`config.mk`:
```
export PLATFORM = sky130hd
export DESIGN_NAME = ccs_core_state
export DESIGN_NICKNAME = d
export VERILOG_FILES = /design/src/core/ccs_pkg.sv /design/src/core/ccs_clock_divider.sv /design/src/core/ccs_core_state.sv
export SDC_FILE = /design/constraint.sdc
export NUM_CORES = 1
export LEC_CHECK = 0
export ABC_AREA = 1
export CORE_MARGIN = 2
export CORE_UTILIZATION = 40
export CTS_BUF_LIST = sky130_fd_sc_hd__clkbuf_16
export CTS_CLUSTER_SIZE = 12
export DETAILED_ROUTE_END_ITERATION = 12
export DONT_BUFFER_PORTS = 1
export MAX_ROUTING_LAYER = met4
export PLACE_DENSITY_LB_ADDON = 0.15
export RECOVER_POWER = 100
export SYNTH_ARGS = -nofsm -noshare
export SYNTH_HDL_FRONTEND = slang
export SYNTH_HIERARCHICAL = 1
export SYNTH_SLANG_ARGS = --single-unit
```
`constraint.sdc`:
```
create_clock -name core_clk -period 4 [get_ports core_clk]
set_input_delay 0.4 -clock core_clk [delete_from_list [all_inputs] [get_ports core_clk]]
set_output_delay 0.4 -clock core_clk [all_outputs]
set_load 0.03 [all_outputs]
```
`src/core/ccs_pkg.sv`:
```
// constants for the core state and stack block
// assumes a single core clock domain; data space is byte wide
package ccs_pkg;
    localparam logic [7:0]  ADDR_PTR_FIRST   = 8'h80;
    localparam logic [7:0]  ADDR_PTR_SECOND  = 8'h81;
    localparam logic [7:0]  ADDR_SHORT_FIRST = 8'h82;
    localparam logic [7:0]  ADDR_SHORT_SECOND = 8'h83;
    localparam logic [7:0]  ADDR_ACCUM       = 8'hff;
    localparam logic [7:0]  RESET_BYTE       = 8'h00;
    localparam logic [11:0] RESET_PC         = 12'h000;
    localparam int          PC_WIDTH         = 12;
    localparam int          STACK_DEPTH      = 6;
    localparam int          PERIPH_DIV       = 12;
    localparam int          CORE_DIV         = 13;
    localparam logic [3:0]  DIV_ZERO         = 4'h0;
    localparam logic [2:0]  STACK_EMPTY      = 3'h0;

    // program counter update source
    typedef enum logic [6:0] {
        CCS_PC_HOLD  = 7'h01,
        CCS_PC_INC   = 7'h02,
        CCS_PC_JUMP  = 7'h04,
        CCS_PC_CALL  = 7'h08,
        CCS_PC_REL   = 7'h10,
        CCS_PC_VEC   = 7'h20,
        CCS_PC_RET   = 7'h40
    } ccs_pcop_t;

    // flag context in use
    typedef enum logic [2:0] {
        CCS_MODE_NORMAL = 3'h1,
        CCS_MODE_IRQ    = 3'h2,
        CCS_MODE_NMI    = 3'h4
    } ccs_mode_t;

    // alu operation kinds that touch the flags
    typedef enum logic [4:0] {
        CCS_FL_NONE  = 5'h01,
        CCS_FL_ARITH = 5'h02,
        CCS_FL_LOGIC = 5'h04,
        CCS_FL_BTEST = 5'h08,
        CCS_FL_ROTL  = 5'h10
    } ccs_flop_t;
endpackage

```
`src/core/ccs_clock_divider.sv`:
```
// clock divider producing one-cycle ticks for peripherals and core
// assumes core_clk is the internal clock and sys_rst is synchronous
`timescale 1ns/1ns
`default_nettype none
module ccs_clock_divider #(
    parameter int PERIPH_DIV = ccs_pkg::PERIPH_DIV,
    parameter int CORE_DIV   = ccs_pkg::CORE_DIV
) (
    input  wire logic core_clk,
    input  wire logic sys_rst,
    output logic      periphTick,
    output logic      machineTick
);
    logic [3:0] periphCnt_r;
    logic [3:0] coreCnt_r;

    // divide by twelve for timer, converter and watchdog
    always_ff @(posedge core_clk) begin
        if (sys_rst) begin
            periphCnt_r <= ccs_pkg::DIV_ZERO;
            periphTick  <= 1'b0;
        end else begin
            periphTick <= (periphCnt_r == 4'(PERIPH_DIV - 1)); // [RQ19]
            if (periphCnt_r == 4'(PERIPH_DIV - 1)) begin
                periphCnt_r <= ccs_pkg::DIV_ZERO;
            end else begin
                periphCnt_r <= periphCnt_r + 4'h1;
            end
        end
    end

    // divide by thirteen for the machine cycle
    always_ff @(posedge core_clk) begin
        if (sys_rst) begin
            coreCnt_r   <= ccs_pkg::DIV_ZERO;
            machineTick <= 1'b0;
        end else begin
            machineTick <= (coreCnt_r == 4'(CORE_DIV - 1)); // [RQ19]
            if (coreCnt_r == 4'(CORE_DIV - 1)) begin
                coreCnt_r <= ccs_pkg::DIV_ZERO;
            end else begin
                coreCnt_r <= coreCnt_r + 4'h1;
            end
        end
    end
endmodule
`default_nettype wire

```
`src/core/ccs_core_state.sv`:
```
// architectural state of the core: data registers, pc, flags, stack
// assumes the sequencer drives one pc operation per machine cycle tick
//
// What this block does
// [RQ1] 8-bit accumulator used by alu, also data-space location ffh
// [RQ2] two pointer registers at data-space locations 80h and 81h
// [RQ3] two short-direct registers at data-space locations 82h and 83h
// [RQ4] program counter is twelve bits, spanning 4096 program bytes
// [RQ5] pc loads jump, call, relative, vector, popped value, or increments
// [RQ6] pc increments after each instruction address is read
// [RQ7] relative branch adds pc and offset through the alu
// [RQ8] three carry/zero pairs; arithmetic uses the current mode's pair
// [RQ9] interrupt entry selects irq or nmi pair; return restores prior
// [RQ10] switching pairs never clears any flag
// [RQ11] only the current context's flag pair is visible or writable
// [RQ12] carry from carry/borrow, bit test loads carry, rotate-left uses it
// [RQ13] zero set when last arithmetic or logic result is zero
// [RQ14] after reset the core runs in nmi mode with nmi flags
// [RQ15] six-entry 12-bit return stack; push shifts deeper, pc to level one
// [RQ16] pop loads level one into pc and moves deeper entries up
// [RQ17] push on full stack drops the sixth level value
// [RQ18] pop on empty stack keeps it at top; execution continues in order
// [RQ19] internal clock divided by 12 for peripherals, 13 for core
// [RQ20] instructions take two, four or five machine cycles
// [RQ21] nmi over irq selects nmi pair; its return reselects irq pair
`timescale 1ns/1ns
`default_nettype none
module ccs_core_state #(
    parameter int DEPTH = ccs_pkg::STACK_DEPTH
) (
    input  wire logic                core_clk,
    input  wire logic                sys_rst,
    input  wire logic                cycleDone,
    input  wire logic [2:0]          instrCycles,
    input  wire ccs_pkg::ccs_pcop_t  pcOp,
    input  wire logic [11:0]         pcTarget,
    input  wire logic [7:0]          relOffset,
    input  wire logic                enterIrq,
    input  wire logic                enterNmi,
    input  wire logic                isReti,
    input  wire logic                dataWrEn,
    input  wire logic [7:0]          dataAddr,
    input  wire logic [7:0]          dataWrData,
    input  wire logic                accWrEn,
    input  wire logic [7:0]          accWrData,
    input  wire ccs_pkg::ccs_flop_t  flagOp,
    input  wire logic [7:0]          aluResult,
    input  wire logic                aluCarry,
    input  wire logic                testedBit,
    output logic [7:0]               dataRdData,
    output logic                     dataHit,
    output logic [7:0]               accumulator,
    output logic [7:0]               pointerFirst,
    output logic [7:0]               pointerSecond,
    output logic [11:0]              programCounter,
    output logic                     carryFlag,
    output logic                     zeroFlag,
    output ccs_pkg::ccs_mode_t       modeOut,
    output logic                     stackFull,
    output logic                     stackEmpty,
    output logic                     machineTick,
    output logic                     periphTick,
    output logic                     instrDone
);
    logic [7:0]  acc_r, ptrFirst_r, ptrSecond_r, shortFirst_r, shortSecond_r;
    logic [11:0] pc_r, pc_nxt;
    logic [11:0] stack_r [DEPTH];
    logic [2:0]  level_r;
    logic [2:0]  modeStackLvl_r;
    ccs_pkg::ccs_mode_t mode_r, mode_nxt;
    ccs_pkg::ccs_mode_t modeHist_r [DEPTH];
    logic [2:0]  carry_r, zero_r;
    logic [2:0]  cycleCnt_r;
    logic        push, pop, tickInt;
    logic        carry_nxt, zero_nxt;

    // one-hot mode code doubles as the index mask of the flag pair
    function automatic logic [2:0] modeMask(input ccs_pkg::ccs_mode_t m);
        return 3'(m);
    endfunction

    // relative offset is signed; the add is the alu's pc path
    function automatic logic [11:0] relTarget(input logic [11:0] pc,
                                              input logic [7:0]  off);
        return pc + {{4{off[7]}}, off}; // [RQ7]
    endfunction

    ccs_clock_divider u_div (
        .core_clk    (core_clk),
        .sys_rst     (sys_rst),
        .periphTick  (periphTick),
        .machineTick (tickInt)
    );

    assign push = cycleDone && (pcOp == ccs_pkg::CCS_PC_CALL
                                || pcOp == ccs_pkg::CCS_PC_VEC && !sys_rst);
    assign pop  = cycleDone && pcOp == ccs_pkg::CCS_PC_RET;

    // next program counter selection
    always_comb begin
        pc_nxt = pc_r;
        unique case (pcOp)
            ccs_pkg::CCS_PC_HOLD: pc_nxt = pc_r;
            ccs_pkg::CCS_PC_INC:  pc_nxt = pc_r + 12'h001; // [RQ6]
            ccs_pkg::CCS_PC_JUMP: pc_nxt = pcTarget; // [RQ5]
            ccs_pkg::CCS_PC_CALL: pc_nxt = pcTarget; // [RQ5]
            ccs_pkg::CCS_PC_REL:  pc_nxt = relTarget(pc_r, relOffset); // [RQ7]
            ccs_pkg::CCS_PC_VEC:  pc_nxt = pcTarget; // [RQ5]
            ccs_pkg::CCS_PC_RET: begin
                // empty stack: fall through to the next instruction
                if (level_r == ccs_pkg::STACK_EMPTY) begin
                    pc_nxt = pc_r + 12'h001; // [RQ18]
                end else begin
                    pc_nxt = stack_r[0]; // [RQ16]
                end
            end
            default: pc_nxt = pc_r;
        endcase
    end

    // program counter register, twelve bits wraps inside its own space
    always_ff @(posedge core_clk) begin
        if (sys_rst) begin
            pc_r <= ccs_pkg::RESET_PC; // [RQ4]
        end else if (cycleDone) begin
            pc_r <= pc_nxt; // [RQ5]
        end
    end

    // return stack: shift deeper on push, shift up on pop
    always_ff @(posedge core_clk) begin
        if (sys_rst) begin
            level_r <= ccs_pkg::STACK_EMPTY;
            for (int i = 0; i < DEPTH; i++) begin
                stack_r[i] <= ccs_pkg::RESET_PC;
            end
        end else if (push) begin
            for (int i = DEPTH - 1; i > 0; i--) begin
                stack_r[i] <= stack_r[i-1]; // [RQ17]
            end
            // return address is the pc of the following instruction
            stack_r[0] <= pc_r; // [RQ15]
            if (level_r != 3'(DEPTH)) begin
                level_r <= level_r + 3'h1;
            end
        end else if (pop && level_r != ccs_pkg::STACK_EMPTY) begin
            for (int i = 0; i < DEPTH - 1; i++) begin
                stack_r[i] <= stack_r[i+1]; // [RQ16]
            end
            stack_r[DEPTH-1] <= ccs_pkg::RESET_PC;
            level_r <= level_r - 3'h1;
        end
    end

    // mode selection; history of modes nests with the stack
    always_comb begin
        mode_nxt = mode_r;
        if (cycleDone && enterNmi) begin
            mode_nxt = ccs_pkg::CCS_MODE_NMI; // [RQ9] [RQ21]
        end else if (cycleDone && enterIrq) begin
            mode_nxt = ccs_pkg::CCS_MODE_IRQ; // [RQ9]
        end else if (cycleDone && isReti && modeStackLvl_r != 3'h0) begin
            mode_nxt = modeHist_r[0]; // [RQ9] [RQ21]
        end
    end

    // remembered mode per interrupt level; nmi from reset has no parent
    always_ff @(posedge core_clk) begin
        if (sys_rst) begin
            mode_r         <= ccs_pkg::CCS_MODE_NMI; // [RQ14]
            modeStackLvl_r <= 3'h0;
            for (int i = 0; i < DEPTH; i++) begin
                modeHist_r[i] <= ccs_pkg::CCS_MODE_NORMAL;
            end
        end else begin
            mode_r <= mode_nxt;
            if (cycleDone && (enterNmi || enterIrq)) begin
                for (int i = DEPTH - 1; i > 0; i--) begin
                    modeHist_r[i] <= modeHist_r[i-1];
                end
                modeHist_r[0] <= mode_r;
                if (modeStackLvl_r != 3'(DEPTH)) begin
                    modeStackLvl_r <= modeStackLvl_r + 3'h1;
                end
            end else if (cycleDone && isReti && modeStackLvl_r != 3'h0) begin
                for (int i = 0; i < DEPTH - 1; i++) begin
                    modeHist_r[i] <= modeHist_r[i+1];
                end
                modeStackLvl_r <= modeStackLvl_r - 3'h1;
            end
        end
    end

    // flag update for the current pair only
    always_comb begin
        carry_nxt = |(carry_r & modeMask(mode_r)); // [RQ11]
        zero_nxt  = |(zero_r & modeMask(mode_r)); // [RQ11]
        unique case (flagOp)
            ccs_pkg::CCS_FL_NONE: ;
            ccs_pkg::CCS_FL_ARITH: begin
                carry_nxt = aluCarry; // [RQ12]
                zero_nxt  = (aluResult == 8'h00); // [RQ13]
            end
            ccs_pkg::CCS_FL_LOGIC: zero_nxt = (aluResult == 8'h00); // [RQ13]
            ccs_pkg::CCS_FL_BTEST: carry_nxt = testedBit; // [RQ12]
            ccs_pkg::CCS_FL_ROTL: begin
                carry_nxt = aluCarry; // [RQ12]
                zero_nxt  = (aluResult == 8'h00); // [RQ13]
            end
            default: ;
        endcase
    end

    // banked flags: other pairs keep their bits through any switch
    always_ff @(posedge core_clk) begin
        if (sys_rst) begin
            carry_r <= 3'h0;
            zero_r  <= 3'h0;
        end else if (cycleDone && flagOp != ccs_pkg::CCS_FL_NONE) begin
            for (int i = 0; i < 3; i++) begin
                // one-hot mode bit picks the pair; a call result cannot be indexed
                if (mode_r[i]) begin
                    carry_r[i] <= carry_nxt; // [RQ8] [RQ10]
                    zero_r[i]  <= zero_nxt; // [RQ8] [RQ10]
                end
            end
        end
    end

    // data-space registers; an alu write to the accumulator wins
    always_ff @(posedge core_clk) begin
        if (sys_rst) begin
            acc_r         <= ccs_pkg::RESET_BYTE;
            ptrFirst_r    <= ccs_pkg::RESET_BYTE;
            ptrSecond_r   <= ccs_pkg::RESET_BYTE;
            shortFirst_r  <= ccs_pkg::RESET_BYTE;
            shortSecond_r <= ccs_pkg::RESET_BYTE;
        end else begin
            if (accWrEn) begin
                acc_r <= accWrData; // [RQ1]
            end else if (dataWrEn && dataAddr == ccs_pkg::ADDR_ACCUM) begin
                acc_r <= dataWrData; // [RQ1]
            end
            if (dataWrEn && dataAddr == ccs_pkg::ADDR_PTR_FIRST) begin
                ptrFirst_r <= dataWrData; // [RQ2]
            end
            if (dataWrEn && dataAddr == ccs_pkg::ADDR_PTR_SECOND) begin
                ptrSecond_r <= dataWrData; // [RQ2]
            end
            if (dataWrEn && dataAddr == ccs_pkg::ADDR_SHORT_FIRST) begin
                shortFirst_r <= dataWrData; // [RQ3]
            end
            if (dataWrEn && dataAddr == ccs_pkg::ADDR_SHORT_SECOND) begin
                shortSecond_r <= dataWrData; // [RQ3]
            end
        end
    end

    // registered read port; misses read zero so ram can own the bus
    always_ff @(posedge core_clk) begin
        if (sys_rst) begin
            dataRdData <= ccs_pkg::RESET_BYTE;
            dataHit    <= 1'b0;
        end else begin
            dataHit <= 1'b1;
            unique case (dataAddr)
                ccs_pkg::ADDR_ACCUM:        dataRdData <= acc_r; // [RQ1]
                ccs_pkg::ADDR_PTR_FIRST:    dataRdData <= ptrFirst_r; // [RQ2]
                ccs_pkg::ADDR_PTR_SECOND:   dataRdData <= ptrSecond_r; // [RQ2]
                ccs_pkg::ADDR_SHORT_FIRST:  dataRdData <= shortFirst_r; // [RQ3]
                ccs_pkg::ADDR_SHORT_SECOND: dataRdData <= shortSecond_r; // [RQ3]
                default: begin
                    dataRdData <= ccs_pkg::RESET_BYTE;
                    dataHit    <= 1'b0;
                end
            endcase
        end
    end

    // machine cycle counter within an instruction
    always_ff @(posedge core_clk) begin
        if (sys_rst) begin
            cycleCnt_r <= 3'h0;
            instrDone  <= 1'b0;
        end else begin
            instrDone <= 1'b0;
            if (tickInt) begin
                // only 2, 4 and 5 are legal; others are treated as 2
                if (cycleCnt_r + 3'h1 >= ((instrCycles == 3'h4
                        || instrCycles == 3'h5) ? instrCycles : 3'h2)) begin
                    cycleCnt_r <= 3'h0; // [RQ20]
                    instrDone  <= 1'b1;
                end else begin
                    cycleCnt_r <= cycleCnt_r + 3'h1;
                end
            end
        end
    end

    // registered copies of the visible state
    always_ff @(posedge core_clk) begin
        if (sys_rst) begin
            accumulator    <= ccs_pkg::RESET_BYTE;
            pointerFirst   <= ccs_pkg::RESET_BYTE;
            pointerSecond  <= ccs_pkg::RESET_BYTE;
            programCounter <= ccs_pkg::RESET_PC;
            carryFlag      <= 1'b0;
            zeroFlag       <= 1'b0;
            modeOut        <= ccs_pkg::CCS_MODE_NMI;
            stackFull      <= 1'b0;
            stackEmpty     <= 1'b1;
            machineTick    <= 1'b0;
        end else begin
            accumulator    <= acc_r;
            pointerFirst   <= ptrFirst_r;
            pointerSecond  <= ptrSecond_r;
            programCounter <= pc_r;
            carryFlag      <= |(carry_r & modeMask(mode_r)); // [RQ11]
            zeroFlag       <= |(zero_r & modeMask(mode_r)); // [RQ11]
            modeOut        <= mode_r;
            stackFull      <= (level_r == 3'(DEPTH));
            stackEmpty     <= (level_r == ccs_pkg::STACK_EMPTY);
            machineTick    <= tickInt;
        end
    end
endmodule
`default_nettype wire

```
Word level (Yosys, flattened, before mapping):

Memories as Yosys holds them, arrays and structs flattened.
Cells that the tools add are included.

* magnitude comparators: 1
* mux-type cells: 58
* equality and inequality tests: 25
* bitwise logic cells: 26
* reductions and logical operators: 45
* $add $sub $neg: 9

Operators by type and width (number)
* $mux W12: 13
* $mux W3: 21
* $pmux W12 S4: 1
* $eq A8 B8 Y1 const B: 5
* $pmux W8 S5: 1
* $or A1 B1 Y1: 23
* $mux W1: 19
* $mux W8: 2
* $logic_and A1 B1 Y1: 15
* $reduce_or A3 Y1: 5
* $add A12 B1 Y12 const B: 1
* $add A12 B12 Y12: 1
* $reduce_and A2 Y1: 6
* $reduce_or A2 Y1: 5
* $add A3 B1 Y3 const B: 3
* $eq A3 B3 Y1 const B: 3
* $add A4 B1 Y4 const B: 2
* $eq A4 B4 Y1 const B: 2
* $logic_not A8 Y1: 1
* $reduce_bool A2 Y1: 4
* $eq A7 B2 Y1 const B: 1
* $eq A7 B3 Y1 const B: 1
* $eq A7 B4 Y1 const B: 1
* $eq A7 B5 Y1 const B: 1
* other kinds (20): 27

* bits in writable memories: 90
* register bits: 134
* memories kept: 2
* input port bits: 77
* word-level logic and storage cells: 200
* output and inout bits: 55

Memory list
* stack_r: depth 6, bits a word 12, read ports 6, clocked after Yosys merged registers in 0, wr ports 6, RTL line ccs_core_state.sv:67 `logic [11:0] stack_r [DEPTH];`
* modeHist_r: depth 6, bits a word 3, read ports 6, clocked after Yosys merged registers in 0, wr ports 6, RTL line ccs_core_state.sv:71 `ccs_pkg::ccs_mode_t modeHist_r [DEPTH];`

Depth between registers and ports, before layout:

Gate-level depths: netlist of the first run.

* word-level depth: 9
* depth in mapped cells: 13
* gate-level depth less buffers: 13

Modules after synthesis:

Netlist of the first run, hierarchy kept.

Modules (own cells, without submodules)
* ccs_core_state: times used 1, sequential area each 5185.0 um2, area each 10224.8 um2, cells each 1241
* ccs_clock_divider: times used 1, sequential area each 200.2 um2, area each 391.6 um2, cells each 43

Least setup slack after synthesis of the first run:

OpenSTA, ideal clock, no wires.

* path kind: input port to flip-flop
* start point: in sys_rst
* end point: mem stack_r[0][0], enable pin
* path buffers: 2
* slack: 0.758 ns
* arrival: 2.426 ns
* library setup time: 0.816 ns
* data required time: 3.184 ns
* cell stages on the path: 4
* path through: inv_1 clkbuf_1 clkbuf_1 nand3_1

RTL lines
* start, declared: RTL line ccs_core_state.sv:32 `input wire logic sys_rst,`
* end, declared: RTL line ccs_core_state.sv:67

==> impl_metrics.yaml, run 1 <==
run_status:
  status: "finished, violations left"
  violations: "max-capacitance violations, max-slew violations"
placed_design:
  dp.cells: 1581
  gp_congestion: 0.840
  numPortBuffers: 0
  dp_hpwl_um: 18100
worst_setup_path:
  cp-start-kind: "register"
  critPathTopFamily: "simple AND/OR/NAND/NOR gates"
  critPathBufInv: 2
  timing.rr.start: "level_r[0]"
  cp_slowest_cell: "nand3_2"
  cp_slowest_stage_delay_ns: 0.68
  path_cells: "nor3_4 -> inv_1 -> nand3_1 -> nand3_2 -> clkbuf_1"
  cp.required_ns: 4.15
  crit_start: "level_r[0]"
  worst_setup_path_end_kind: "register"
  crit_arrival_ns: 3.30
  critPathMaxFanout: 33
  criticalPathCategory: "register to register"
power:
  p_seq_share_pct: 51.5
  cellLeakagePower_nw: 5.03
  pwr-share-comb_pct: 4.7
  ir_drop_v: 0.000409
  p_clk_share_pct: 43.8
  p_int_mw: 3.71
  power_density_mw_per_mm2: 422
  swShare_pct: 23.5
  power_mw: 4.85
  p_switching_mw: 1.14
drt:
  dr.first_iter.drc_count: 519
  wl_met2_um: 11900
  drc: 0
  drt-total-wl_um: 25800
  dr.pass1.iters: 5
  dr_wl_met3_um: 1230
  vias: 8264
  antenna_left: 0
  drt-vias-per-instance: 5.08
  wl_per_cell_um: 15.8
  top_layer: "met4"
  met1Wirelength_um: 12200
clock_tree:
  clk_latency_ns: 0.53
  cts.sinks: 224
  cts.htree.levels: 1
  numCtsBuffers: 25
  cts_buffer_depth: 3
  clk_pin_slew_ns: 0.06
  cts_tree: "yes"
  root_buffer: "clkbuf_16"
  cts_setup_buffers: 0
  cts.repair.resized: 0
synthesis:
  ys_seq_area_share_pct: 50.7
  yosysMostFrequentCell: "nand2_1"
  yosys.area.top_type_share_pct: 25.5
  yosys_warnings: 6
  yosysTopAreaCell: "edfxtp_1"
  ys_ff_latch: 224
  synth_commonest_cells: "nand2_1, inv_1, nor2_1, dfxtp_1, o21ai_0"
  synth_area_leaders: "edfxtp_1, dfxtp_1, nand2_1"
  ys_types: 45
  syn_area_sq_mm: 0.0106
  synth_edf_count: 90
  synthesis.nets: 1383
  synthFlopType: "dfxtp_1"
  async_flop_share_pct: 0
  syn_inst: 1284
  synth_area_per_cell_sq_um: 8.27
floorplanning:
  core_area_sq_mm: 0.0261
  die_h_um: 167
  die_width_um: 167
  num_rows: 59
  initial_core_util_pct: 40.7
  ios: 132
  die_area_sq_mm: 0.0279
layout:
  n_antenna_cell: 0
  final_nets: 1374
  drive_gt1_share_pct: 6.81
  final_core_util_pct: 44.1
  area_growth_pct: 8.25
  layoutNonFillerInstCount: 1628
global_route:
  grt_max_degree: 56
  grt-ovfl-total: 0
  grt_antenna_before_repair: 0
  grt.total_usage_pct: 18.9
  grt_pass1_wl_um: 42000
  grt_pass1_vias: 8063
worst_hold_path:
  hp-class: "input pin to register"
  worst_hold_startpoint: "sys_rst"
timing:
  tightestPinTransition_ns: 1.84
  tns_ns: 0
  max_freq_mhz: 317
  clock_skew_ns: 0.00665
  hold_viol_final: 0
  finalSetupViolCount: 0
  rsz0062_at_grt: "false"
  maxSlewHeadroom_pct: -23.2
  post-route-min-period_ns: 3.15
  fin_crit_sh_pct: 78.8
  drv_slew: 72
flow_run:
  maxCapViolations: 2
==> cells in the final DEF, fill, tap and decap left out, types with 19 or more instances in the layout <==
| master | instances |
|---|---|
| edfxtp_1 | 90 |
| nor2_1 | 155 |
| inv_1 | 216 |
| clkbuf_16 | 25 |
| a21oi_1 | 66 |
| a22oi_1 | 46 |
| ha_1 | 19 |
| inv_2 | 19 |
| nand3_1 | 86 |
| nand2_1 | 220 |
| o21ai_0 | 97 |
| dfxtp_1 | 134 |
==> timing repair <==
item	in CTS	in global routing
endpoints found under the setup margin	0	0
endpoints found under the hold margin	55	0
hold buffers	2	0
==> power by group through the flow <==
| stage | Sequential, mW | Clock (mW) | Combinational, mW |
|---|---|---|---|
| after global routing | 2.51 | 2.26 | 0.267 |
| after detailed placement | 2.55 | 0 | 0.221 |
| after CTS | 2.50 | 2.18 | 0.236 |
| final | 2.50 | 2.12 | 0.230 |
| after floorplan | 2.53 | 0 | 0.183 |
| after global placement | 2.55 | 0 | 0.219 |
==> routing by layer <==
metal,track usage (%),up-vias
li1,-,4170
met1,25.4,3875
met2,30.3,190
met3,3.11,29
met4,3.60,0
met5,-,-
==> sequential cells by signal, summed over array words and instances, names as in the netlist, 12 cells and up <==
register        count
modeHist_r         18
stack_r            72
pc_r               12
programCounter     12
==> metrics by stage <==
stage | setup WS [ns] | hold WS (ns) | area, sq um
2_1_floorplan | 0.758 | 0.413 | 10600
3_3_place_gp | 1.31 | 0.434 | 10800
3_5_place_dp | 1.23 | 0.438 | 10800
4_1_cts | 1.22 | 0.00356 | 11600
5_1_grt | 0.508 | 0.0232 | 11500
6_report | 0.849 | 0.0258 | 11500
==> area by class of cell <==
cell class                      instances  area [sq um]
Fill cell                            2624         14600
Clock buffer                           25           626
Timing Repair Buffer                    9          78.8
Tap cell                              335           419
Inverter                              230           863
Clock inverter                         20           128
Sequential cell                       224          5390
Multi-Input combinational cell        785          3990
==> cell families (layout without fill, tap and decap cells) <==
group,after synthesis,count (layout),synth area share (%)
and+or+nand+nor,521,521,21.9
buffers and inverters,275,284,10.8
AOI/OAI and AO/OA,237,237,13.4
DFF,224,224,50.7
adders and majority gates,22,22,2.80
xor gates and xnor gates,5,5,0.413
==> final timing paths <==
path	endpoint	slack, ns	cells past startpoint
worst min-delay path	mode_r[2]	0.03	2
worst min register to register	shortSecond_r[0]	0.44	2
worst max register to register	stack_r[2][10]	0.85	5
worst max-delay path	stack_r[2][10]	0.85	5
No activity file was read; power rests on OpenSTA's default activity.
==> run 2: changes to the inputs <==
- ABC_AREA: 1 -> 0
- clock period: 4 -> 2.5 ns (I/O delays scaled with it)
==> impl_metrics.yaml, run 2 <==
synthesis:
  synth_area_per_cell_sq_um: 10.5
  synth_fa_ha_area_share_pct: 3.00
  synthFlopType: "dfxtp_1"
  syn_area_sq_mm: 0.00991
  syn_inst: 942
  synth_compound_gate_area_share_pct: 19.0
  synth_area_leaders: "edfxtp_1, dfxtp_1, a22o_1"
  async_flop_share_pct: 0
  yosysMostFrequentCell: "dfxtp_1"
  synthesis.nets: 1041
  synthXorXnorAreaFrac_pct: 2.21
  ys_ff_latch: 224
  yosys.area.top_type_share_pct: 27.3
  ys_types: 72
  synth.mux.area_fraction_pct: 1.74
  yosys_warnings: 6
  ys_seq_area_share_pct: 54.3
  synth_edf_count: 90
  synth-simple-area-share_pct: 16.7
  synth_commonest_cells: "dfxtp_1, edfxtp_1, a21oi_1, nand2_1, a22o_1"
  synth_top_family_by_area: "compound AO/OA/AOI/OAI gates"
  yosysTopAreaCell: "edfxtp_1"
floorplanning:
  core_area_sq_mm: 0.0243
  die_width_um: 161
  die_area_sq_mm: 0.0261
  die_h_um: 161
  ios: 132
  initial_core_util_pct: 40.8
  num_rows: 57
layout:
  final_common_cell: "dfxtp_1"
  layout_common_cells: "dfxtp_1, edfxtp_1, a21oi_1"
  reg_top3: "stack_r x72, modeHist_r x18"
  multi_input_area_sq_mm: 0.00420
  largest-register: "stack_r"
  largest_reg_flops: 72
  sequential_cell_area_sq_mm: 0.00539
  final_core_util_pct: 46.9
  drive_gt1_share_pct: 7.27
  final_nets: 1072
  fill_cells: 2299
  area_growth_pct: 15.0
clock_tree:
  clk_latency_ns: 0.53
  root_buffer: "clkbuf_16"
  clk_pin_slew_ns: 0.06
  cts.repair.resized: 0
  cts.sinks: 224
  cts.htree.levels: 1
  cts_buffer_depth: 3
  cts_tree: "yes"
  numCtsBuffers: 25
drt:
  drc: 0
  antenna_left: 0
  drt-vias-per-instance: 5.69
  vias: 7496
  dr.pass1.iters: 5
  wl_per_cell_um: 19.2
  drt-total-wl_um: 25400
  dr.first_iter.drc_count: 625
worst_setup_path:
  cp_slowest_stage_delay_ns: 0.44
  ff2ff_path_depth: 8
  crit-reg2reg-capture: "pc_r[8]"
  cp_slowest_cell: "clkbuf_1"
  r2r_slack_ns: 0.13
  crit_arrival_ns: 2.79
  cp-start-kind: "register"
  worst_setup_path_end_kind: "register"
  critPathMaxFanout: 9
  cp.required_ns: 2.92
  path_cells: "clkbuf_1 -> ha_1 -> nand3_1 -> nor2_1 -> xnor2_1 -> o21ai_1 -> a221o_1 -> a32o_1"
  criticalPathCategory: "register to register"
  timing.rr.start: "pc_r[0]"
worst_hold_path:
  worst_hold_startpoint: "cycleDone"
  hp-class: "input pin to register"
  hold_end: "level_r[0]"
  min_path_cells: 3
timing:
  tns_ns: 0
  post-route-min-period_ns: 2.37
  maxSlewHeadroom_pct: 24.2
  hold_viol_final: 0
  tightestPinTransition_ns: 1.13
  drv_slew: 0
  clock_skew_ns: 0.00553
  max_freq_mhz: 422
  fin_crit_sh_pct: 94.9
  rsz0062_at_grt: "false"
  finalSetupViolCount: 0
global_route:
  grt_max_degree: 115
  grt_pass1_vias: 7160
  grt.total_usage_pct: 19.6
  grt_pass1_wl_um: 39800
  grt-ovfl-total: 0
  grt_antenna_before_repair: 2
flow_run:
  maxCapViolations: 0
run_status:
  status: "completed"
power:
  cellLeakagePower_nw: 4.06
  power_density_mw_per_mm2: 703
  power_mw: 8.02
  ir_drop_v: 0.000520
placed_design:
  numPortBuffers: 0
  gp_congestion: 0.906
  dp_hpwl_um: 16800
## run 2: changes by cell type after synthesis, moves of 28 or more
cell     before  now
nand3_1      84   45
nand2_1     216   78
inv_1       209   13
nor2_1      154   56
o21ai_0      91   31
nor2b_1       0   44
a22o_1        3   71
a22oi_1      37    9
## run 2: where the power goes
part           internal, mW  total, mW  switching, mW
Clock                  2.12       3.61           1.49
Combinational         0.163      0.401          0.238
Sequential             3.91       4.00         0.0984
## run 2: worst max-delay path by stage
stage	start	end	slack (ns)	cells past startpoint
after floorplan	pcOp[3]	stack_r[0][0]	0.15	7
after global placement	pc_r[0]	pc_r[8]	0.23	10
after detailed placement	pc_r[0]	pc_r[8]	0.21	10
after CTS	pc_r[0]	pc_r[8]	0.19	10
after global routing	pc_r[0]	pc_r[8]	0.03	8
final	pc_r[0]	pc_r[8]	0.13	8
## run 2: metal layers
metal	track usage, %	vias to the layer above	share of wire, %
li1	-	3573	-
met1	27.8	3627	47
met2	28.9	265	43
met3	4.13	31	8.0
met4	4.22	0	1.3
met5	-	-	0
## run 2: final cells by class
class	count	share of cell area [%]
inverter	14	0.461
sequential	224	47.2
tap	324	3.56
multi-input combinational	648	36.9
timing repair buffer	60	4.81
clock buffer	25	5.49
clock inverter	20	1.51
antenna	3	0.0659
## run 2: stage by stage
step	instance area [sq um]	hold WS, ns	setup slack, ns	instances
3_3_place_gp	10400	0.332	0.232	1244
5_1_grt	11400	0.0284	0.0311	1317
3_5_place_dp	10400	0.333	0.207	1244
4_1_cts	11500	0.00829	0.188	1315
6_report	11400	0.0302	0.128	1318
2_1_floorplan	9920	0.361	0.150	942
## run 2: logic make-up after synthesis
group | after synthesis
simple gates | 319
compound gates | 265
flops | 224
buf+inv | 70
xor+xnor | 25
fa+ha+maj | 22
mux | 17
## run 2: what timing repair did
item | CTS | global route
endpoints found under the hold margin | 115 | 0
buffers inserted | 0 | 0
hold buffers | 26 | 0
## run 2: critical path: cells and delay by family (launching register included)
kind	cells	cell delay [ns]
AO/OA/AOI/OAI	3	0.61
XOR/XNOR	1	0.16
adder cells (fa/ha/maj)	1	0.34
buffers and inverters	1	0.44
flip-flops	1	0.33
AND/OR/NAND/NOR	2	0.38
